**config.mk**
```make
export PLATFORM = sky130hd
export DESIGN_NAME = bwp_lock
export DESIGN_NICKNAME = d
export VERILOG_FILES = /design/src/core/bwp_pkg.sv /design/src/core/bwp_guard_reg.sv /design/src/core/bwp_lock.sv
export SDC_FILE = /design/constraint.sdc
export NUM_CORES = 1
export LEC_CHECK = 0
export BUFFER_PORTS_ARGS = -buffer_cell sky130_fd_sc_hd__buf_2
export CORE_UTILIZATION = 35
export DETAILED_ROUTE_END_ITERATION = 10
export GPL_TIMING_DRIVEN = 0
export PLACE_DENSITY_LB_ADDON = 0.25
export SLEW_MARGIN = 20
export SYNTH_ARGS = -nofsm -noshare
export SYNTH_HDL_FRONTEND = slang
export SYNTH_HIERARCHICAL = 1
export SYNTH_SLANG_ARGS = --single-unit
```
**constraint.sdc**
```tcl
create_clock -name CLK -period 8.05 [get_ports CLK]
set_clock_uncertainty 0.1 [all_clocks]
set_input_delay 2.0125 -clock CLK [delete_from_list [all_inputs] [get_ports CLK]]
set_output_delay 2.0125 -clock CLK [all_outputs]
set_load 0.02 [all_outputs]
```
**src/core/bwp_pkg.sv**
```systemverilog
package bwp_pkg;

    // ------------------------------------------------------------
    // Register map (byte addresses, one aligned word each)
    // ------------------------------------------------------------
    localparam logic [7:0] BWP_OFS_PW_CTRL = 8'h00;
    localparam logic [7:0] BWP_OFS_GUARD = 8'h04;

    // ------------------------------------------------------------
    // Field layout of protection_password_control
    // ------------------------------------------------------------
    localparam int BWP_MODE_LSB = 0;
    localparam int BWP_MODE_MSB = 1;
    localparam int BWP_STAT_BIT = 2;
    localparam int BWP_PASS_LSB = 3;
    localparam int BWP_PASS_MSB = 7;

    // ------------------------------------------------------------
    // Codes and reset values
    // ------------------------------------------------------------
    localparam logic [1:0] BWP_MODE_OFF = 2'h0;
    localparam logic [1:0] BWP_MODE_RST = 2'h3;
    localparam logic [4:0] BWP_PASS_MODE_KEY = 5'h18;
    localparam logic [4:0] BWP_PASS_OPEN = 5'h13;
    localparam logic [4:0] BWP_PASS_CLOSE = 5'h15;
    localparam logic BWP_STAT_RST = 1'b1;
    localparam logic [7:0] BWP_GUARD_RST = 8'h00;
    localparam logic [31:0] BWP_RDATA_RST = 32'h0000_0000;

    // ------------------------------------------------------------
    // Access state of the guarded bits
    // ------------------------------------------------------------
    typedef enum logic [1:0] {
        BWP_ST_CLOSED = 2'b01,
        BWP_ST_OPEN = 2'b10
    } bwp_state_t;

endpackage : bwp_pkg

```
**src/core/bwp_guard_reg.sv**
```systemverilog
`timescale 1ns/1ps
`default_nettype none

module bwp_guard_reg #(
    parameter int WIDTH = 8,
    parameter logic [WIDTH-1:0] RESET_VAL = '0
) (
    input wire logic clk,
    input wire logic rst,
    input wire logic wr_req,
    input wire logic locked,
    input wire logic [WIDTH-1:0] wr_data,
    output logic [WIDTH-1:0] value
);

    // ------------------------------------------------------------
    // Guarded storage
    // ------------------------------------------------------------
    // Locked writes vanish without an error, so software must read back
    wire accept = wr_req & ~locked;
    logic [WIDTH-1:0] value_q;
    wire [WIDTH-1:0] value_d = accept ? wr_data : value_q;

    always_ff @(posedge clk)
    begin
        if (rst)
            value_q <= RESET_VAL;
        else
            value_q <= value_d;
    end

    assign value = value_q;

endmodule : bwp_guard_reg

`default_nettype wire

```
**src/core/bwp_lock.sv**
```systemverilog
// Overview of operation
// - Control field 00 disables protection; guarded bits writable without password.
// - Control 11 (reset) or any non-00 keeps protection active.
// - Control changes only by a write carrying key 11000 in password field.
// - Password 10011 opens write access to all guarded bits.
// - Password 10101 closes write access to all guarded bits.
// - Any other password value does nothing.
// - Status bit 2 reads 0 when writable, 1 when blocked.
//
// Register access over APB and the register offsets are this design's own decisions.
`timescale 1ns/1ps
`default_nettype none

module bwp_lock
    import bwp_pkg::*;
#(
    parameter int ADDR_W = 8,
    parameter int GUARD_W = 8
) (
    input wire logic CLK,
    input wire logic RST,
    input wire logic PSEL,
    input wire logic PENABLE,
    input wire logic PWRITE,
    input wire logic [ADDR_W-1:0] PADDR,
    input wire logic [31:0] PWDATA,
    input wire logic [3:0] PSTRB,
    output logic [31:0] PRDATA,
    output logic PREADY,
    output logic PSLVERR,
    output logic PROTECT,
    output logic [GUARD_W-1:0] GUARD_BITS
);

    // ------------------------------------------------------------
    // Helpers
    // ------------------------------------------------------------
    function automatic logic reg_hit(
        input logic [ADDR_W-1:0] addr,
        input logic [7:0] ofs
    );
        logic [ADDR_W-1:0] full;
        full = ADDR_W'(ofs);
        return addr[ADDR_W-1:2] == full[ADDR_W-1:2];
    endfunction : reg_hit

    // Exact five-bit match; a near miss never counts as a key
    function automatic logic pass_match(
        input logic [4:0] field,
        input logic [4:0] key
    );
        return field == key;
    endfunction : pass_match

    // ------------------------------------------------------------
    // State
    // ------------------------------------------------------------
    logic [1:0] mode_q;
    logic [1:0] mode_d;
    bwp_state_t state_q;
    bwp_state_t state_d;
    logic protect_q;
    logic protect_d;
    logic pready_q;
    logic pslverr_q;
    logic [31:0] prdata_q;
    logic [31:0] rdata_d;
    logic [GUARD_W-1:0] guard_val;

    // ------------------------------------------------------------
    // APB decode
    // ------------------------------------------------------------
    wire setup = PSEL & ~PENABLE;
    wire access = PSEL & PENABLE;
    wire done = access & pready_q;
    wire hit_pw = reg_hit(PADDR, BWP_OFS_PW_CTRL);
    wire hit_guard = reg_hit(PADDR, BWP_OFS_GUARD);
    wire hit_any = hit_pw | hit_guard;
    // Unmapped addresses answer with an error, still in one cycle
    wire miss = setup & ~hit_any;
    wire wr_done = done & PWRITE;
    // Only byte lane 0 carries register bits; other lanes are ignored
    wire wr_lane0 = wr_done & PSTRB[0];
    wire pw_wr = wr_lane0 & hit_pw;
    wire guard_wr = wr_lane0 & hit_guard;

    // ------------------------------------------------------------
    // Password decode
    // ------------------------------------------------------------
    wire [4:0] pass_in = PWDATA[BWP_PASS_MSB:BWP_PASS_LSB];
    wire [1:0] mode_in = PWDATA[BWP_MODE_MSB:BWP_MODE_LSB];
    // Unknown patterns match none of these and so leave all state alone
    wire key_mode = pw_wr & pass_match(pass_in, BWP_PASS_MODE_KEY);
    wire key_open = pw_wr & pass_match(pass_in, BWP_PASS_OPEN);
    wire key_close = pw_wr & pass_match(pass_in, BWP_PASS_CLOSE);

    // ------------------------------------------------------------
    // Mode control
    // ------------------------------------------------------------
    // Plain writes never reach the mode; only the key write loads it
    assign mode_d = key_mode ? mode_in : mode_q;

    // ------------------------------------------------------------
    // Open / closed state
    // ------------------------------------------------------------
    always_comb
    begin
        state_d = state_q;
        unique case (state_q)
            BWP_ST_CLOSED:
            begin
                if (key_open)
                    state_d = BWP_ST_OPEN;
            end
            BWP_ST_OPEN:
            begin
                if (key_close)
                    state_d = BWP_ST_CLOSED;
            end
            default:
            begin
                // Corrupted code falls back to the safe side
                state_d = BWP_ST_CLOSED;
            end
        endcase
    end

    // ------------------------------------------------------------
    // Protection status
    // ------------------------------------------------------------
    // Scheme off: always writable; scheme on: writable only while open
    wire scheme_on = mode_d != BWP_MODE_OFF;
    wire opened = state_d == BWP_ST_OPEN;
    assign protect_d = scheme_on & ~opened;

    // ------------------------------------------------------------
    // Read path
    // ------------------------------------------------------------
    // Password field is write-only and reads as zero
    wire [31:0] pw_read = {24'h00_0000, 5'h00, protect_q, mode_q};
    wire [31:0] guard_read = {{(32 - GUARD_W){1'b0}}, guard_val};
    wire [31:0] rd_sel_guard = hit_guard ? guard_read : BWP_RDATA_RST;
    assign rdata_d = hit_pw ? pw_read : rd_sel_guard;

    // ------------------------------------------------------------
    // Control registers
    // ------------------------------------------------------------
    // Every piece of lock state resets to the locked side
    always_ff @(posedge CLK)
    begin
        if (RST)
            mode_q <= BWP_MODE_RST;
        else
            mode_q <= mode_d;
    end

    always_ff @(posedge CLK)
    begin
        if (RST)
            state_q <= BWP_ST_CLOSED;
        else
            state_q <= state_d;
    end

    always_ff @(posedge CLK)
    begin
        if (RST)
            protect_q <= BWP_STAT_RST;
        else
            protect_q <= protect_d;
    end

    // ------------------------------------------------------------
    // APB answer
    // ------------------------------------------------------------
    // One wait-free access cycle; data sampled in setup, stable since
    // no write can land between setup and access of the same transfer
    always_ff @(posedge CLK)
    begin
        if (RST)
        begin
            pready_q <= 1'b0;
            pslverr_q <= 1'b0;
        end
        else
        begin
            pready_q <= setup;
            pslverr_q <= miss;
        end
    end

    // Read data held until the next setup
    always_ff @(posedge CLK)
    begin
        if (RST)
            prdata_q <= BWP_RDATA_RST;
        else if (setup)
            prdata_q <= rdata_d;
    end

    // ------------------------------------------------------------
    // Guarded bits
    // ------------------------------------------------------------
    bwp_guard_reg #(
        .WIDTH(GUARD_W),
        .RESET_VAL(GUARD_W'(BWP_GUARD_RST))
    ) u_guard (
        .clk(CLK),
        .rst(RST),
        .wr_req(guard_wr),
        .locked(protect_q),
        .wr_data(PWDATA[GUARD_W-1:0]),
        .value(guard_val)
    );

    // ------------------------------------------------------------
    // Outputs
    // ------------------------------------------------------------
    assign PRDATA = prdata_q;
    assign PREADY = pready_q;
    assign PSLVERR = pslverr_q;
    assign PROTECT = protect_q;
    assign GUARD_BITS = guard_val;

endmodule : bwp_lock

`default_nettype wire

```
==> flow_metrics.py <==
metrics = {
    "die": {
        "dieHeight_um": 61.9,
        "core_um2": 3390,
        "dieArea_um2": 3840,
        "die_w_um": 61.9,
        "start_util_pct": 37.1,
        "io_pins": 92,
        "rows": 21,
    },
    "sta": {
        "maxSlewViolCount": 0,
        "fmax_ghz": 0.237,
        "period_share_pct": 52.3,
        "timing_hold_violations_final": 0,
        "finalSetupViolations": 0,
        "tightest_slew_ns": 0.970,
        "rsz0062_at_grt": "false",
        "fin_crit_ns": 4.21,
        "max-slew-margin-rel_pct": 34.8,
        "fin_tns_setup_ns": 0,
    },
    "clock_network": {
        "postCtsSetupBuffers": 0,
        "cts_resized": 0,
        "cts_tree": "yes",
        "clock_latency_ns": 0.31,
        "cts_hold_buffers": 0,
        "ctsHtreeMaxLevel": 1,
        "numCtsBuffers": 3,
        "cts-root-buf": "clkbuf_4",
        "cts.sinks": 23,
        "clock_path_buffers": 2,
        "path_clk_slew_ns": 0.12,
    },
    "global_route": {
        "grt_pass1_vias": 907,
        "groute.layer.met3.usage_pct": 2.07,
        "grt.met1_usage_pct": 19.8,
        "antenna_found_initial": 0,
        "grt-busiest-layer": "met2",
        "track_usage_pct": 14.4,
        "grt_overflow": 0,
        "grt_pass1_wl_mm": 4.07,
        "met2_usage_pct": 22.3,
        "grt_max_degree": 14,
    },
    "layout": {
        "antenna_cells": 0,
        "finalNonFillerCells": 247,
        "drive_gt1_share_pct": 36.8,
        "mostFrequentLayoutCells": "buf_2 (38), buf_4 (24), conb_1 (24), dfxtp_1 (23), nor2_1 (10)",
        "syn2layout_area_growth_pct": 28.4,
        "layout_commonest_cell": "buf_2",
        "fin_nets": 253,
        "fill_cells": 345,
    },
    "setup_path": {
        "critPathKind": "input pin to flop",
        "cp_num_buf_inv": 2,
        "worstPathArrival_ns": 4.32,
        "r2r_start": "PREADY$_SDFF_PP0_",
        "crit_family": "simple AND/OR/NAND/NOR gates",
        "cp_max_fo": 9,
        "crit_cells": 7,
        "start_kind": "input pin",
        "crit_chain": "buf_2 > or4_4 > or2_2 > clkbuf_1 > nor3_1 > and2b_4 > o21ai_1",
        "ff2ff_setup_slack_ns": 6.14,
        "crit_start": "PADDR[6]",
        "worstRegToRegCells": 4,
        "cp.required_ns": 8.16,
        "endpoint": "u_guard/value[3]$_SDFFE_PP0P_",
        "timing.rr.end": "u_guard/value[3]$_SDFFE_PP0P_",
        "end_kind": "flop",
        "critical-path-max-stage-delay_ns": 0.81,
        "critPathSlowestCell": "nor3_1",
    },
    "logic_synthesis": {
        "yosys.area_share.simple_pct": 27.3,
        "ys_seq_area_share_pct": 36.6,
        "synth_top_cell_area_share_pct": 36.6,
        "synthArstFlopShare_pct": 0,
        "ys_types": 32,
        "synth_top_cells_by_area": "dfxtp_1 (37%), buf_4 (14%), nand4bb_1 (7.2%)",
        "synth_compound_area_share_pct": 12.4,
        "synthAdderAreaFrac_pct": 1.99,
        "synth_area_leader_cell": "dfxtp_1",
        "synth_edf_count": 0,
        "syn_area_um2": 1260,
        "synth_xor_xnor_area_share_pct": 0,
        "synth_ff_type": "dfxtp_1",
        "avgSynthCellArea_um2": 9.18,
        "syn_inst": 137,
        "ys_seq_elements": 23,
        "synth_warnings": 6,
        "synth_top_family_by_area": "simple AND/OR/NAND/NOR gates",
        "synth_mux_area_share_pct": 3.98,
    },
    "drt": {
        "ant_nets": 0,
        "via_per_inst": 4.22,
        "drt-pass1-iter-count": 4,
        "drt_iter0_drc": 12,
        "routed_wirelength_mm": 2.55,
        "remaining_drc_errors": 0,
        "wl_per_cell_um": 10.3,
        "vias": 1042,
    },
    "placement": {
        "portBuffers": 37,
        "place_hpwl_mm": 2.12,
        "gp_congestion": 0.811,
        "dp_cells": 243,
    },
    "pwr": {
        "vdd_drop_max_mv": 0.0456,
        "p_leak_uw": 0.000786,
        "pwr_density_cell_nw_per_um2": 126,
    },
    "run_status": {
        "status": "completed",
    },
    "run": {
        "maxCapViolCount": 0,
    },
    "min_path": {
        "hold_path_class": "flop to flop",
    },
}
[metrics by stage]
| step | util (%) | area [µm²] | hold slack (ns) | worst slack, ns | total power (µW) |
|---|---|---|---|---|---|
| after floorplan | - | 1340 | 0.365 | 3.94 | 143 |
| after global placement | 46.8 | 1590 | 0.376 | 3.54 | 151 |
| after detailed placement | 46.8 | 1590 | 0.378 | 3.53 | 151 |
| after CTS | 47.6 | 1610 | 0.395 | 3.88 | 204 |
| after global routing | 47.6 | 1610 | 0.410 | 3.71 | 213 |
| final | 47.6 | 1610 | 0.394 | 3.84 | 203 |
[layer usage]
layer / up-vias / wire [µm]
met5: - / 0
met4: 0 / 19
met3: 2 / 143
met2: 37 / 1150
met1: 433 / 1230
li1: 570 / -
[worst min-delay path, delay by kind of cell, from the launching register on]
family | cells | cell delay [ns]
flops | 1 | 0.35
simple gates | 1 | 0.07
compound gates | 1 | 0.05
[worst min-delay path by stage]
stage / slack, ns / depth (start not counted) / startpoint / endpoint
global placement: 0.38 / 2 / u_guard/value[6]$_SDFFE_PP0P_ / u_guard/value[6]$_SDFFE_PP0P_
global route: 0.41 / 2 / u_guard/value[6]$_SDFFE_PP0P_ / u_guard/value[6]$_SDFFE_PP0P_
CTS: 0.40 / 2 / u_guard/value[1]$_SDFFE_PP0P_ / u_guard/value[1]$_SDFFE_PP0P_
finish: 0.39 / 2 / u_guard/value[7]$_SDFFE_PP0P_ / u_guard/value[7]$_SDFFE_PP0P_
detailed placement: 0.38 / 2 / u_guard/value[1]$_SDFFE_PP0P_ / u_guard/value[1]$_SDFFE_PP0P_
floorplan: 0.37 / 2 / mode_q[0]$_SDFF_PP1_ / mode_q[0]$_SDFF_PP1_
[where the power goes]
part / leakage, µW / internal [µW] / total [µW] / switching (µW)
Combinational: 0.000582 / 14.8 / 34.6 / 19.8
Sequential: 0.000186 / 114 / 114 / 0.226
Clock: 0.0000177 / 18.6 / 53.8 / 35.2
Total: 0.000786 / 148 / 203 / 55.3
[cell usage after synthesis, drive strengths merged, types with 2 or more instances]
cell type	n
dfxtp	23
mux2i	5
nand4bb	8
clkbuf	3
inv	5
ha	2
a21oi	3
o31ai	2
nand3	3
nand2b	9
nand2	4
nand4b	4
nor2	10
o21ai	8
a22oi	5
nor3	5
or4	2
buf	26
[kinds of logic after synthesis]
family                   count (synthesis)
flip-flops                              23
multiplexers                             5
other                                    1
AO/OA/AOI/OAI                           22
AND/OR/NAND/NOR                         50
buffers and inverters                   34
adder cells (fa/ha/maj)                  2
[final cells by class]
type / count / area (µm²) / area share, %
multi-input combinational: 103 / 664 / 41.2
sequential: 23 / 460 / 28.5
buffer: 29 / 200 / 12.4
timing repair buffer: 37 / 185 / 11.5
tap: 46 / 57.6 / 3.57
clock buffer: 3 / 22.5 / 1.40
inverter: 5 / 18.8 / 1.16
clock inverter: 1 / 5.00 / 0.310
[sequential cells by signal, summed over array words and instances (netlist names)]
| register | cells |
|---|---|
| PROTECT | 1 |
| mode_q | 2 |
| PRDATA | 8 |
| u_guard/value | 8 |
| PSLVERR | 1 |
| PREADY | 1 |
| state_q | 2 |
No activity file was read; power rests on OpenSTA's default activity.
